## config.mk

```make
export PLATFORM = sky130hd
export DESIGN_NAME = external_interrupt_unit
export DESIGN_NICKNAME = d
export VERILOG_FILES = /design/src/hw/ext_irq_pkg.sv /design/src/hw/line_sync.sv /design/src/hw/external_interrupt_unit.sv
export SDC_FILE = /design/constraint.sdc
export NUM_CORES = 1
export LEC_CHECK = 0
export BUFFER_PORTS_ARGS = -buffer_cell sky130_fd_sc_hd__buf_4
export CAP_MARGIN = 10
export CORE_MARGIN = 5
export CORE_UTILIZATION = 48
export DETAILED_ROUTE_END_ITERATION = 8
export PLACE_DENSITY = 0.88
export SYNTH_ARGS = -nofsm -noshare
export SYNTH_HDL_FRONTEND = slang
export SYNTH_SLANG_ARGS = --single-unit
```

## constraint.sdc

```tcl
create_clock -name sys_clk -period 1.5 [get_ports sys_clk]
set_input_delay 0.15 -clock sys_clk [delete_from_list [all_inputs] [get_ports sys_clk]]
set_output_delay 0.15 -clock sys_clk [all_outputs]
set_load 0.05 [all_outputs]
```

## src/hw/ext_irq_pkg.sv

```systemverilog
// constants for the external interrupt unit: register indices, field
// positions, sense encodings, vector numbers and reset values.
// assumes a 32-bit avalon-mm bus with one register per aligned word.
package ext_irq_pkg;

   // register indices; byte address is four times the index
   localparam logic [5:0] IDX_TIMER_MASK = 6'h39; // timer_irq_enable_mask
   localparam logic [5:0] IDX_FLAG = 6'h3A;       // external_irq_flags
   localparam logic [5:0] IDX_GMASK = 6'h3B;      // ext_irq_mask_reg
   localparam logic [5:0] IDX_SENSE = 6'h35;      // sense select bits
   localparam logic [5:0] IDX_STATUS = 6'h3C;     // sticky event status
   localparam logic [5:0] IDX_SMASK = 6'h3D;      // status interrupt mask

   // field positions
   localparam int BIT_FLAG_B = 7;  // ext_irq_b_flag, also line b mask bit
   localparam int BIT_FLAG_A = 6;  // ext_irq_a_flag, also line a mask bit
   localparam int BIT_T2C_EN = 7;  // t2_compare_irq_en
   localparam int BIT_T2O_EN = 6;  // t2_overflow_irq_en
   localparam int SENSE_B_POS = 2; // line_b_sense_hi/lo
   localparam int SENSE_A_POS = 0; // line_a_sense_hi/lo

   // bit 1 of the timer mask is read-only zero
   localparam logic [7:0] TMASK_WR_MASK = 8'hFD;

   // reset values
   localparam logic [7:0] RST_REG8 = 8'h00;
   localparam logic [3:0] RST_SENSE = 4'h0;
   localparam logic [1:0] RST_PAIR = 2'h0;
   localparam logic LINE_IDLE = 1'b1;

   // sense select encoding
   typedef enum logic [1:0]
   {
      SENSE_LOW = 2'h0,
      SENSE_RSVD = 2'h1,
      SENSE_FALL = 2'h2,
      SENSE_RISE = 2'h3
   } sense_t;

   // vector numbers presented to the core
   localparam logic [2:0] VEC_NONE = 3'h0;
   localparam logic [2:0] VEC_A = 3'h1;
   localparam logic [2:0] VEC_B = 3'h2;
   localparam logic [2:0] VEC_T2C = 3'h3;
   localparam logic [2:0] VEC_T2O = 3'h4;

endpackage : ext_irq_pkg

```

## src/hw/line_sync.sv

```systemverilog
// three-stage synchroniser and edge finder for one external request pin.
// assumes the pin is asynchronous to sys_clk.
`timescale 1ns/1ps

module line_sync
   import ext_irq_pkg::*;
(
   input wire logic sys_clk,
   input wire logic resetn,
   input wire logic line_in,
   output logic level,
   output logic rise,
   output logic fall
);

   // all state of the synchroniser
   typedef struct packed
   {
      logic s1;   // first stage, read only by s2
      logic s2;
      logic s3;
      logic filt; // accepted pin level
   } sync_t;

   sync_t q;
   sync_t d;
   logic agree; // second and third stage match

   assign agree = (q.s2 == q.s3);
   assign level = q.filt;
   // new sample against previous accepted level
   assign rise = agree & q.s3 & ~q.filt;
   assign fall = agree & ~q.s3 & q.filt;

   // next state
   always_comb
   begin
      d = q;
      d.s1 = line_in;
      d.s2 = q.s1;
      d.s3 = q.s2;
      // a change counts only once two stages agree
      if (agree)
      begin
         d.filt = q.s3;
      end
   end

   // state register
   always_ff @(posedge sys_clk or negedge resetn)
   begin
      if (!resetn)
      begin
         q <= '{s1: LINE_IDLE, s2: LINE_IDLE, s3: LINE_IDLE, filt: LINE_IDLE};
      end
      else
      begin
         q <= d;
      end
   end

   // an accepted edge is reflected in the level a cycle later
   edge_level_a: assert property (@(posedge sys_clk) disable iff (!resetn)
      (rise |=> level) and (fall |=> !level))
      else $error("accepted edge did not update level");

endmodule : line_sync

```

## src/hw/external_interrupt_unit.sv

```systemverilog
// external interrupt unit: two sensed request pins, sticky flags, vectored
// requests to the core and the timer 2 interrupt enables.
// assumes an avalon-mm master on sys_clk and a core that pulses core_ack
// while it takes the vector presented on irq_vector.
`timescale 1ns/1ps

// Overview of operation
// - set line b flag on selected edge
// - flags held zero in low-level mode
// - line b vectors 2, line a vector 1
// - edge flag cleared when service taken
// - writing one clears a flag
// - low six flag bits read zero
// - timer 2 compare vectors 3 when enabled
// - timer 2 overflow vectors 4 when enabled
// - line b: 00 low, 10 fall, 11 rise
// - line a uses same sense encoding
// - pins sampled on clock before edge detect
// - low level requests while pin low
// - request needs global and own enable
module external_interrupt_unit
   import ext_irq_pkg::*;
(
   input wire logic sys_clk,
   input wire logic resetn,
   input wire logic [7:0] address,
   input wire logic read,
   input wire logic write,
   input wire logic [31:0] writedata,
   output logic [31:0] readdata,
   output logic waitrequest,
   input wire logic ext_irq_line_a,
   input wire logic ext_irq_line_b,
   input wire logic global_irq_en,
   input wire logic t2_compare_flag,
   input wire logic t2_overflow_flag,
   input wire logic core_ack,
   output logic irq_req,
   output logic [2:0] irq_vector,
   output logic irq_out
);

   // true when the byte address selects the given register index
   function automatic logic is_reg(input logic [7:0] addr, input logic [5:0] idx);
      return (addr[7:2] == idx) && (addr[1:0] == 2'h0);
   endfunction : is_reg

   // true when the sampled edge matches the selected sense mode
   function automatic logic edge_hit(input logic [1:0] sel, input logic r,
                                     input logic f);
      logic hit;
      hit = 1'b0;
      // reserved and low-level codes never raise an edge request
      if (sel == SENSE_FALL)
      begin
         hit = f;
      end
      else if (sel == SENSE_RISE)
      begin
         hit = r;
      end
      return hit;
   endfunction : edge_hit

   // all state of the unit
   typedef struct packed
   {
      logic ack;          // bus answer phase
      logic [7:0] rdata;  // captured read data
      logic [7:0] tmask;  // timer_irq_enable_mask
      logic [1:0] gmask;  // line enables {b, a}
      logic [3:0] sense;  // {b hi, b lo, a hi, a lo}
      logic [1:0] flag;   // {ext_irq_b_flag, ext_irq_a_flag}
      logic [1:0] sts;    // sticky edge events {b, a}
      logic [1:0] smask;  // status mask {b, a}
      logic req;          // request to core
      logic [2:0] vec;    // vector to core
   } state_t;

   state_t q;
   state_t d;

   // synchronised pins
   logic lvl_a;
   logic lvl_b;
   logic rise_a;
   logic rise_b;
   logic fall_a;
   logic fall_b;

   // decoded helpers
   logic [1:0] sel_a;      // line a sense code
   logic [1:0] sel_b;      // line b sense code
   logic hit_a;            // selected edge on line a
   logic hit_b;            // selected edge on line b
   logic low_a;            // line a in low-level mode
   logic low_b;            // line b in low-level mode
   logic wr_go;            // write takes effect this edge
   logic [1:0] flag_w1c;   // ones written to the flag register
   logic [1:0] sts_w1c;    // ones written to the status register
   logic ack_a;            // core takes vector 1
   logic ack_b;            // core takes vector 2
   logic [3:0] src;        // gated sources {t2o, t2c, b, a}
   logic [7:0] rd_mux;     // read value of the addressed register

   // one synchroniser per pin
   line_sync sync_a (
      .sys_clk(sys_clk),
      .resetn(resetn),
      .line_in(ext_irq_line_a),
      .level(lvl_a),
      .rise(rise_a),
      .fall(fall_a)
   );

   line_sync sync_b (
      .sys_clk(sys_clk),
      .resetn(resetn),
      .line_in(ext_irq_line_b),
      .level(lvl_b),
      .rise(rise_b),
      .fall(fall_b)
   );

   // sense decoding, same encoding on both lines
   assign sel_b = q.sense[SENSE_B_POS +: 2];
   assign sel_a = q.sense[SENSE_A_POS +: 2];
   assign hit_b = edge_hit(sel_b, rise_b, fall_b);
   assign hit_a = edge_hit(sel_a, rise_a, fall_a);
   assign low_b = (sel_b == SENSE_LOW);
   assign low_a = (sel_a == SENSE_LOW);

   // bus side strobes; the write lands on the edge waitrequest is low
   assign wr_go = write & q.ack;
   assign flag_w1c = (wr_go && is_reg(address, IDX_FLAG)) ?
                     writedata[BIT_FLAG_A +: 2] : RST_PAIR;
   assign sts_w1c = (wr_go && is_reg(address, IDX_STATUS)) ?
                    writedata[1:0] : RST_PAIR;

   // service entry clears only the flag whose vector was taken
   assign ack_a = core_ack & q.req & (q.vec == VEC_A);
   assign ack_b = core_ack & q.req & (q.vec == VEC_B);

   // gated sources; low-level mode follows the pin, not the flag
   assign src[0] = global_irq_en & q.gmask[0] & (low_a ? ~lvl_a : q.flag[0]);
   assign src[1] = global_irq_en & q.gmask[1] & (low_b ? ~lvl_b : q.flag[1]);
   assign src[2] = global_irq_en & q.tmask[BIT_T2C_EN] & t2_compare_flag;
   assign src[3] = global_irq_en & q.tmask[BIT_T2O_EN] & t2_overflow_flag;

   // read multiplexer; unmapped addresses read zero
   always_comb
   begin
      rd_mux = RST_REG8;
      if (is_reg(address, IDX_TIMER_MASK))
      begin
         rd_mux = q.tmask;
      end
      else if (is_reg(address, IDX_FLAG))
      begin
         rd_mux = {q.flag, 6'h00};
      end
      else if (is_reg(address, IDX_GMASK))
      begin
         rd_mux = {q.gmask, 6'h00};
      end
      else if (is_reg(address, IDX_SENSE))
      begin
         rd_mux = {4'h0, q.sense};
      end
      else if (is_reg(address, IDX_STATUS))
      begin
         rd_mux = {6'h00, q.sts};
      end
      else if (is_reg(address, IDX_SMASK))
      begin
         rd_mux = {6'h00, q.smask};
      end
   end

   // next state
   always_comb
   begin
      d = q;
      // one wait cycle per access, then answer
      d.ack = (read | write) & ~q.ack;
      if (read && !q.ack)
      begin
         d.rdata = rd_mux;
      end
      // plain register writes; unmapped writes are dropped
      if (wr_go)
      begin
         if (is_reg(address, IDX_TIMER_MASK))
         begin
            d.tmask = writedata[7:0] & TMASK_WR_MASK;
         end
         else if (is_reg(address, IDX_GMASK))
         begin
            d.gmask = writedata[BIT_FLAG_A +: 2];
         end
         else if (is_reg(address, IDX_SENSE))
         begin
            d.sense = writedata[3:0];
         end
         else if (is_reg(address, IDX_SMASK))
         begin
            d.smask = writedata[1:0];
         end
      end
      // line b flag: new edge wins over any clear in the same cycle
      if (low_b)
      begin
         d.flag[1] = 1'b0;
      end
      else
      begin
         d.flag[1] = (q.flag[1] & ~(flag_w1c[1] | ack_b)) | hit_b;
      end
      // line a flag, same treatment
      if (low_a)
      begin
         d.flag[0] = 1'b0;
      end
      else
      begin
         d.flag[0] = (q.flag[0] & ~(flag_w1c[0] | ack_a)) | hit_a;
      end
      // sticky status of edge events, set over clear
      d.sts = (q.sts & ~sts_w1c) | {hit_b, hit_a};
      // fixed priority, lowest vector first
      d.req = |src;
      if (src[0])
      begin
         d.vec = VEC_A;
      end
      else if (src[1])
      begin
         d.vec = VEC_B;
      end
      else if (src[2])
      begin
         d.vec = VEC_T2C;
      end
      else if (src[3])
      begin
         d.vec = VEC_T2O;
      end
      else
      begin
         d.vec = VEC_NONE;
      end
   end

   // state register
   always_ff @(posedge sys_clk or negedge resetn)
   begin
      if (!resetn)
      begin
         q <= '{ack: 1'b0, rdata: RST_REG8, tmask: RST_REG8, gmask: RST_PAIR,
                sense: RST_SENSE, flag: RST_PAIR, sts: RST_PAIR, smask: RST_PAIR,
                req: 1'b0, vec: VEC_NONE};
      end
      else
      begin
         q <= d;
      end
   end

   // outputs
   assign waitrequest = (read | write) & ~q.ack;
   assign readdata = {24'h000000, q.rdata};
   assign irq_req = q.req;
   assign irq_vector = q.vec;
   // level interrupt while any unmasked sticky bit is set
   assign irq_out = |(q.sts & q.smask);

   // checks

   flag_b_set_a: assert property (@(posedge sys_clk) disable iff (!resetn)
      hit_b |=> q.flag[1])
      else $error("line b edge did not set its flag");

   level_zero_a: assert property (@(posedge sys_clk) disable iff (!resetn)
      (low_a || low_b) |=> ((!q.flag[0] || !$past(low_a)) && (!q.flag[1] || !$past(low_b))))
      else $error("flag set while line in low-level mode");

   vector_b_a: assert property (@(posedge sys_clk) disable iff (!resetn)
      (src[1] && !src[0]) |=> (irq_req && irq_vector == VEC_B))
      else $error("line b request did not present vector 2");

   ack_clear_a: assert property (@(posedge sys_clk) disable iff (!resetn)
      (ack_a && !hit_a) |=> !q.flag[0])
      else $error("service entry did not clear line a flag");

   w1c_flag_a: assert property (@(posedge sys_clk) disable iff (!resetn)
      (wr_go && is_reg(address, IDX_FLAG) && writedata[BIT_FLAG_B] && !hit_b)
      |=> !q.flag[1])
      else $error("writing one did not clear line b flag");

   rsvd_read_a: assert property (@(posedge sys_clk) disable iff (!resetn)
      (read && q.ack && is_reg(address, IDX_FLAG)) |-> (readdata[5:0] == 6'h00))
      else $error("reserved flag bits read nonzero");

   t2_compare_a: assert property (@(posedge sys_clk) disable iff (!resetn)
      (global_irq_en && q.tmask[BIT_T2C_EN] && t2_compare_flag && src[1:0] == 2'h0)
      |=> (irq_req && irq_vector == VEC_T2C))
      else $error("timer 2 compare did not present vector 3");

   t2_overflow_a: assert property (@(posedge sys_clk) disable iff (!resetn)
      (src == 4'h8) |=> (irq_req && irq_vector == VEC_T2O))
      else $error("timer 2 overflow did not present vector 4");

   level_req_a: assert property (@(posedge sys_clk) disable iff (!resetn)
      (global_irq_en && q.gmask[0] && low_a && !lvl_a) [*2] |-> irq_req)
      else $error("held low level not requesting");

   gate_off_a: assert property (@(posedge sys_clk) disable iff (!resetn)
      !global_irq_en |=> !irq_req)
      else $error("request raised with global enable low");

endmodule : external_interrupt_unit

```

==> results.md, run 1 <==
- Multi-input combinational cell area: 921 sq um
- R2R Setup Slk: 120 ps
- Pre-Repair DR Iteration Count: 4
- Number of buffers created by CTS: 5
- Syn Area/Cell: approximately 11 sq um
- Setup Buffers After CTS: 0
- Post-synthesis compound-gate area fraction: 10.1%
- WL per Instance: 15.2 um
- Post-Synth Adder-Cell Area: 2.32%
- Xor/xnor cell area share of the yosys netlist: 0%
- Crit Reg-Reg Startpoint: sync_a.d[1]
- Final TNS setup: 0 ps
- CTS tree: built
- Congestion Overflow GR: 0
- Ys flop type: dfrtp_1
- Clk Tree Root Cell: clkbuf_8
- # fillers: 379
- RSZ-0062 raised after global routing: false
- Netlist Area Pre-Place: roughly 2200 sq um
- Post-synthesis sequential area ratio: 46.8%
- Power Dens Cells: around 900 nW/um^2
- Most common cell in the netlist: buf_4
- Antenna violations before repair: 0
- Reg-to-reg endpoint: q[8]
- Initial Util: 49.6%
- Area contributors post-synth: dfrtp_1, buf_4, mux2_2
- Post-synth EDFFs: 0
- Hold Crit Start: writedata[4]
- VDD IR max: 0.463 mV
- Final setup fails: 0
- Max-slew violations: 0
- Worst Clk Skew: between 5 and 6 ps
- Syn Inst Count: approximately 200
- FF/Latch Area: about 1000 sq um
- Critical Path Start Type: register
- Routed wire length: 4320 um
- WP data required: 1660 ps
- Worst setup EP type: register
- Core Box Area: between 4000 and 5000 sq um
- Clock Sink Count: 40
- Via/cell ratio: 5.30
- Drt initial violations: between 100 and 150
- Ports: 88
- Worst EP arrival: 1540 ps
- Synth top area share: between 30 and 40%
- Share of cells above drive strength 1: between 30% and 40%
- Pin count of the biggest net entering global routing: 41
- GP Congestion: 0.867
- Critical path type: register to register
- Ant. Diodes: 0
- CP max FO: 3
- Outcome: complete, no violations
- Ys async rst share: 100%
- DR vias: 1511
- WHS: 87.0 ps
- Cell taking the most area after synthesis: dfrtp_1
- HPWL after detailed placement: between 3000 and 4000 um
- Final Hold Viols: 0
- # nets final: around 290
- Die Height: 77.1 um
- Simple-gate area share of the yosys netlist: 16.1%
- Crit path from: sync_a.d[1]
- Min Tclk post-route: 1380 ps
- Proportion of synthesized area in mux cells: 9.91%
- Hold depth: 2
- Port bufs: 39
- GRT Resource Usage Total: between 10% and 20%
- Hold Path Class: input pin to register
- Tcrit/Tclk final: 92.0%
- Post-synth top cells: buf_4, dfrtp_1, mux2_2
- Routed Antenna Nets: 0
- Die Area: about 6000 sq um
- Die span in x: 77.1 um
- Max Fclk: 0.725 GHz
- Skew-Pair Late Insertion Delay: 290 ps
- Residual DRC: 0
- Ys Warns: 0
- Final Util: between 50 and 60%
- MaxCap Viol Count: 0
- Max clock buf depth: 2
- Area Growth Syn to Fin: 13.7%
- Worst-case reg-to-reg path depth: 5
- First-pass GRT wire length: 7180 um
- Clock slew at reported path FFs: 80 ps
- Row cnt: 24
- Worst Hold Endpoint: q[20]
- Seq cells post-synth: 40
- Distinct cells, synth: 39
- Largest family of logic cells by synthesized area: simple AND/OR/NAND/NOR gates
- Leak: 1.22 nW
- # H-tree levels: 2
- Number of global-route vias before repair: 1557
==> critical path, cell delays in order, from the launching register on <==
cell and delay [ps]:
dfstp_2 540, inv_1 50, ha_1 190, and3b_1 170, o21ai_0 200, o21ai_0 120
==> layout make-up <==
cell class | instances | area share [%]
Clock buffer | 6 | 2.96
Clock inverter | 1 | 0.204
Inverter | 9 | 1.38
Sequential cell | 40 | 41.2
Timing Repair Buffer | 45 | 14.1
Multi-Input combinational cell | 132 | 37.5
Tap cell | 52 | 2.65
==> power breakdown <==
part / switching, W / leakage, nW / internal [W]
registers: 0.0000257 / 0.518 / 0.00112
clock network: 0.000351 / 0.0410 / 0.000316
logic: 0.000271 / 0.664 / 0.000109
==> metal layers <==
layer | GRT usage (%) | share of wire [%] | vias up
li1 | - | - | 716
met2 | 25.2 | 50 | 59
met5 | 0 | 0 | -
met3 | 5.39 | 8.8 | 5
met4 | 4.12 | 0.83 | 0
met1 | 17.7 | 40 | 731
==> cell families (layout without fill, tap and decap cells) <==
| group | after synthesis | after routing |
|---|---|---|
| fa+ha+maj | 4 | 4 |
| other cells | 1 | 24 |
| flops | 40 | 40 |
| simple gates | 54 | 54 |
| buf+inv | 47 | 61 |
| compound gates | 31 | 31 |
| mux | 19 | 19 |
==> worst max path at each step <==
stage / endpoint / slack, ps / cells after the start
global route: q[8] / 10 / 5
CTS: q[9] / 50 / 5
detailed placement: q[9] / 70 / 5
finish: q[8] / 120 / 5
global placement: q[8] / 110 / 5
floorplan: q[32] / 210 / 1
==> stage by stage <==
stage / std cells / total power, W / cell area [sq um] / setup slack [ps]
6_report: 285 / 0.00220 / 2450 / 120
2_1_floorplan: 219 / 0.00146 / 2240 / 210
3_5_place_dp: 275 / 0.00154 / 2350 / 67.6
4_1_cts: 285 / 0.00222 / 2450 / 52.4
3_3_place_gp: 275 / 0.00153 / 2350 / 114
5_1_grt: 285 / 0.00230 / 2450 / 14.0
==> repair_timing <==
action | in CTS | in global routing
setup endpoints to repair | 0 | 1
endpoints found under the hold margin | 34 | 0
hold buffers | 3 | 0
gates resized for setup | 0 | 1
==> state kept, by name, summed over array words and instances (netlist names) <==
name,count
irq_vector,3
sync_a.q,1
sync_b.level,1
q,20
irq_req,1
sync_a.level,1
sync_a.d,2
sync_b.q,1
readdata,8
sync_b.d,2
==> cell usage in the layout (no fill, tap or decap), types with 3 or more instances in the layout <==
master / synthesis / layout
and3b_1: 4 / 4
a22oi_1: 4 / 4
nand2_1: 12 / 12
nand4_1: 6 / 6
o221ai_1: 3 / 3
a22o_1: 3 / 3
clkbuf_8: 0 / 5
dlygate4sd3_1: 0 / 3
mux2_2: 19 / 19
o41ai_1: 3 / 3
o21ai_0: 11 / 10
nor2_1: 3 / 3
dfrtp_1: 32 / 32
dfstp_2: 8 / 8
ha_1: 4 / 4
inv_1: 9 / 9
nand3_1: 5 / 5
conb_1: 1 / 24
buf_4: 36 / 42
nand2b_1: 3 / 3
(Power assumes the default switching activity.)
==> run 2, diff against run 1 <==
==> constraint.sdc (replaced) <==
create_clock -name sys_clk -period 1.3 [get_ports sys_clk]
set_input_delay 0.13 -clock sys_clk [delete_from_list [all_inputs] [get_ports sys_clk]]
set_output_delay 0.13 -clock sys_clk [all_outputs]
set_load 0.05 [all_outputs]
==> run 2 against run 1 <==
Against the previous run:
- the flow now finishes with violations (negative setup slack)
- cell count up 4.6%
- count of clock-buffer cells in the layout unchanged
- first-iteration DRC count decreased by 15%
- die area unchanged
- fmax up 4.3%
- worst setup slack got worse by 140 ps
- combinational power up 26%
- final area grew 7.6%
- largest power group unchanged
==> results.md, run 2 (synthesis results as in run 1) <==
- Outcome: finished with violations
- Violated checks: negative setup slack
- Slew @ Worst Pin: 509 ps
- # nets final: 299
- Final setup fails: 9
- Max reg flops: 20
- Worst setup EP type: register
- First-pass GRT wire length: 7200 um
- Critical Path Start Type: register
- Die span in x: just under 80 um
- Residual DRC: 0
- Critical path type: register to register
- Power Dens Cells: 1010 nW/um^2
- Routed Antenna Nets: 0
- Worst Clk Skew: roughly 7.0 ps
- Worst EP arrival: 1500 ps
- Leak: 1.32 nW
- Pre-Repair DR Iteration Count: 4
- Pin count of the biggest net entering global routing: a little over 40
- Row cnt: 24
- Ports: 88
- Die Height: approximately 77 um
- Ant. Diodes: 0
- Hold depth: 2
- RSZ-0062 raised after global routing: true
- Clk Tree Root Cell: clkbuf_8
- HPWL after detailed placement: 3390 um
- Most frequent cells in the layout: buf_4, dfrtp_1, conb_1
- Final WS setup: -22.9 ps
- Worst-case reg-to-reg path depth: 4
- DR vias: about 1500
- Congestion Overflow GR: 0
- Commonest non-fill, non-tap cell in the layout: buf_4
- Final TNS setup: -99.7 ps
- Core Box Area: roughly 4400 sq um
- WP data required: 1480 ps
- Number of buffers created by CTS: 5
- Hold Path Class: input pin to register
- CP max FO: 7
- Routed wire length: 4520 um
- # H-tree levels: 2
- Tcrit/Tclk final: 102%
- Post-place setup slack: -103 ps
- MaxCap Viol Count: 0
- Die Area: about 6000 sq um
- Number of global-route vias before repair: around 1500
- WL per Instance: roughly 15 um
- Top reg by flops: q
- Antenna violations before repair: 0
- Initial Util: 49.6%
- Area Growth Syn to Fin: 22.3%
- VDD IR max: a little over 0.5 mV
- Drt initial violations: 86
- Max clock buf depth: 2
- Min Tclk post-route: 1320 ps
- Max Fclk: ~0.76 GHz
- CTS tree: built
- Port bufs: 39
- Skew-Pair Late Insertion Delay: 300 ps
- Clock Sink Count: 40
- GP Congestion: 0.840
- Share of cells above drive strength 1: 42.7%
- Max-slew violations: 0
- Relative slew slack: 66.1%
- GRT Resource Usage Total: 15.3%
- Final Hold Viols: 0
- Clock slew at reported path FFs: around 80 ps
- Via/cell ratio: slightly above 5
-- run 2: changes by cell type in the layout (fill, tap and decap cells not counted), sizes merged --
cell | previous run | this run
clkinv | 1 | 2
buf | 42 | 54
-- run 2: path summary, 6_finish.rpt --
kind	from	endpoint	slack [ps]
setup / recovery	q[32]	q[18]	-20
hold / removal	writedata[4]	q[20]	60
setup reg to reg	q[32]	q[18]	-20
hold reg to reg	sync_b.d[2]	sync_b.d[1]	360
max in group asynchronous	resetn	q[13]	570
min in group asynchronous	resetn	q[7]	340
-- run 2: worst max-delay path: stages (launching register included) --
cell and delay (ps):
dfrtp_1 420, and2_4 180, buf_6 90, nand4_4 160, mux2_4 350
-- run 2: layer usage --
| metal | part of all wire (%) | global-route usage (%) |
|---|---|---|
| met1 | 41 | 18.5 |
| met2 | 50 | 25.6 |
| met3 | 8.0 | 4.68 |
| met4 | 1.7 | 5.33 |
| met5 | 0 | 0 |
-- run 2: where the power goes --
part	switching (W)	internal [W]	total [W]
Combinational	0.000324	0.000156	0.000480
Sequential	0.0000329	0.00130	0.00133
Clock	0.000429	0.000423	0.000852
-- run 2: repair_timing --
action                                  in CTS  in global routing
buffers inserted                             0                  1
hold endpoints to repair                    34                  0
endpoints found under the setup margin      16                 23
pin swaps                                    3                  8
hold buffers                                 3                  0
resized for setup                           14                 13
-- run 2: final cells by class --
cell class	instances	area, sq um
sequential	40	1010
timing repair buffer	57	447
clock buffer	6	82.6
tap	52	65.1
inverter	9	33.8
clock inverter	2	10.0
fill	351	1710
multi-input combinational	132	988
-- run 2: per-stage QoR --
| step | util [%] | hold WS [ps] | cell area, sq um | total power [W] | cells |
|---|---|---|---|---|---|
| 3_5_place_dp | 55.8 | 139 | 2430 | 0.00180 | 286 |
| 4_1_cts | 59.4 | 55.1 | 2590 | 0.00267 | 297 |
| 3_3_place_gp | 55.8 | 132 | 2430 | 0.00179 | 286 |
| 6_report | 60.6 | 59.7 | 2640 | 0.00266 | 298 |
| 2_1_floorplan | - | -166 | 2240 | 0.00169 | 219 |
| 5_1_grt | 60.6 | 59.9 | 2640 | 0.00279 | 298 |
==> run 3, diff against run 2 <==
--- a/config.mk
+++ b/config.mk
@@ -8,9 +8,9 @@
 export BUFFER_PORTS_ARGS = -buffer_cell sky130_fd_sc_hd__buf_4
 export CAP_MARGIN = 10
 export CORE_MARGIN = 5
-export CORE_UTILIZATION = 48
+export CORE_UTILIZATION = 43
 export DETAILED_ROUTE_END_ITERATION = 8
-export PLACE_DENSITY = 0.88
+export PLACE_DENSITY = 0.81
 export SYNTH_ARGS = -nofsm -noshare
 export SYNTH_HDL_FRONTEND = slang
 export SYNTH_SLANG_ARGS = --single-unit
==> run 3 against run 2 <==
Against the previous run:
- the run now ends clean
- fmax rose by 2.0%
- register-to-register slack improved by 30 ps
- critical path type unchanged
- total power fell by 3.1%
- hold slack improved by 5.6 ps
- combinational power fell by 1%
- sequential power barely moved
- largest power group unchanged
- largest cell class unchanged
- clock power fell by 9.0%
- count of clock-buffer cells in the layout did not move
==> results.md, run 3 (synthesis results as in run 1) <==
- Core Box Area: between 4000 and 5000 sq um
- CP max FO: 7
- Most frequent cells in the layout: buf_4, dfrtp_1, conb_1
- Worst EP arrival: roughly 1500 ps
- Leak: between 1 and 1.5 nW
- Share of cells above drive strength 1: 42.7%
- Max clock buf depth: 2
- Post-place setup slack: -117 ps
- Top reg by flops: q
- MaxCap Viol Count: 0
- Clk Tree Root Cell: clkbuf_8
- Clock Sink Count: 40
- Area Growth Syn to Fin: 21.8%
- FF/Latch Area: 1010 sq um
- WP data required: roughly 1500 ps
- Max-slew violations: 0
- Die Height: 80.8 um
- Worst Clk Skew: 7.19 ps
- Critical Path Start Type: register
- Max reg flops: 20
- Max Fclk: 0.771 GHz
- Ports: 88
- Power Dens Cells: 982 nW/um^2
- Number of global-route vias before repair: 1528
- Routed Antenna Nets: 0
- Die Area: 6540 sq um
- Final Hold Viols: 0
- Outcome: complete, no violations
- Ant. Diodes: 0
- GP Congestion: slightly below 0.9
- Pin count of the biggest net entering global routing: 41
- GRT Resource Usage Total: 14.2%
- Row cnt: 25
- Clock slew at reported path FFs: approximately 70 ps
- # fillers: between 400 and 500
- Min Tclk post-route: about 1300 ps
- DR vias: between 1500 and 2000
- CTS tree: built
- Commonest non-fill, non-tap cell in the layout: buf_4
- Worst setup EP type: register
- Hold Path Class: input pin to register
- Drt initial violations: 86
- Final WS setup: 2.53 ps
- Tcrit/Tclk final: 99.8%
- Hold Crit Start: writedata[5]
- Congestion Overflow GR: 0
- HPWL after detailed placement: 3440 um
- First-pass GRT wire length: 7120 um
- Crit path from: q[32]
- Pre-Repair DR Iteration Count: 4
- VDD IR max: 0.557 mV
- # nets final: 300
- Final setup fails: 0
- Antenna violations before repair: 0
- Routed wire length: 4480 um
- Multi-input combinational cell area: a little under 1000 sq um
- Die span in x: 80.8 um
- Critical path type: register to register
- Number of buffers created by CTS: 5
- Skew-Pair Late Insertion Delay: a little under 300 ps
- Crit Reg-Reg Startpoint: q[32]
- RSZ-0062 raised after global routing: true
- WL per Instance: 14.3 um
- Via/cell ratio: 5.02
- WHS: 65.4 ps
- Residual DRC: 0
- # H-tree levels: 2
- Port bufs: 39
- Initial Util: 45.1%
-- run 3: cell count changes in the layout (fill, tap and decap cells not counted), moves of 2 or more --
cell    change
inv_1       -3
inv_2       +3
nor3_2      -2
buf_4       +2
nor3_1      +2
-- run 3: timing repair --
item                                   in CTS  in global routing
buffers inserted                            0                  2
resized for setup                          12                 14
hold buffers                                3                  0
setup endpoints to repair                  15                 21
pin swaps                                   3                  5
endpoints found under the hold margin      34                  0
-- run 3: through the flow --
step | std cells | total power (W) | instance area [sq um] | utilization, % | setup TNS (ps)
after floorplan | 219 | 0.00169 | 2240 | - | 0
after global placement | 301 | 0.00179 | 2450 | 51.1 | -476
after detailed placement | 301 | 0.00180 | 2450 | 51.1 | -822
after CTS | 311 | 0.00258 | 2580 | 53.9 | -8.89
after global routing | 313 | 0.00271 | 2630 | 54.9 | -272
final | 313 | 0.00258 | 2630 | 54.9 | 0
-- run 3: worst paths after layout --
| path | to | slack (ps) | cells after the start |
|---|---|---|---|
| min | q[21] | 70 | 2 |
| min reg2reg | sync_b.d[1] | 360 | 0 |
| max in group asynchronous | q[32] | 590 | 2 |
| min in group asynchronous | q[7] | 350 | 2 |
| max | q[19] | 3 | 4 |
| max reg2reg | q[19] | 3 | 4 |
-- run 3: metal layers --
| layer | GRT usage (%) | up-vias | wire length (um) |
|---|---|---|---|
| met1 | 17.5 | 761 | 1820 |
| li1 | - | 745 | - |
| met4 | 4.56 | 0 | 77 |
| met2 | 23.7 | 57 | 2250 |
| met3 | 4.43 | 8 | 332 |
| met5 | 0 | - | 0 |
-- run 3: cell type report --
type | instances | area share [%]
inverters | 9 | 1.29
flip-flops and latches | 40 | 38.6
clock inverters | 1 | 0.190
multi-input cells | 132 | 36.9
well taps | 67 | 3.19
clock buffers | 6 | 2.76
repair buffers | 58 | 17.1
-- run 3: where the power goes --
group / leakage [nW] / total (W) / switching [W] / internal, W
Sequential: 0.515 / 0.00133 / 0.0000316 / 0.00130
Clock: 0.0410 / 0.000775 / 0.000411 / 0.000365
Combinational: 0.747 / 0.000475 / 0.000320 / 0.000155
-- run 3: worst max-delay path, stage by stage (launching register included) --
cell and delay [ps]:
dfrtp_2 450, and2_4 160, buf_6 110, nand4_4 120, mux2_2 350
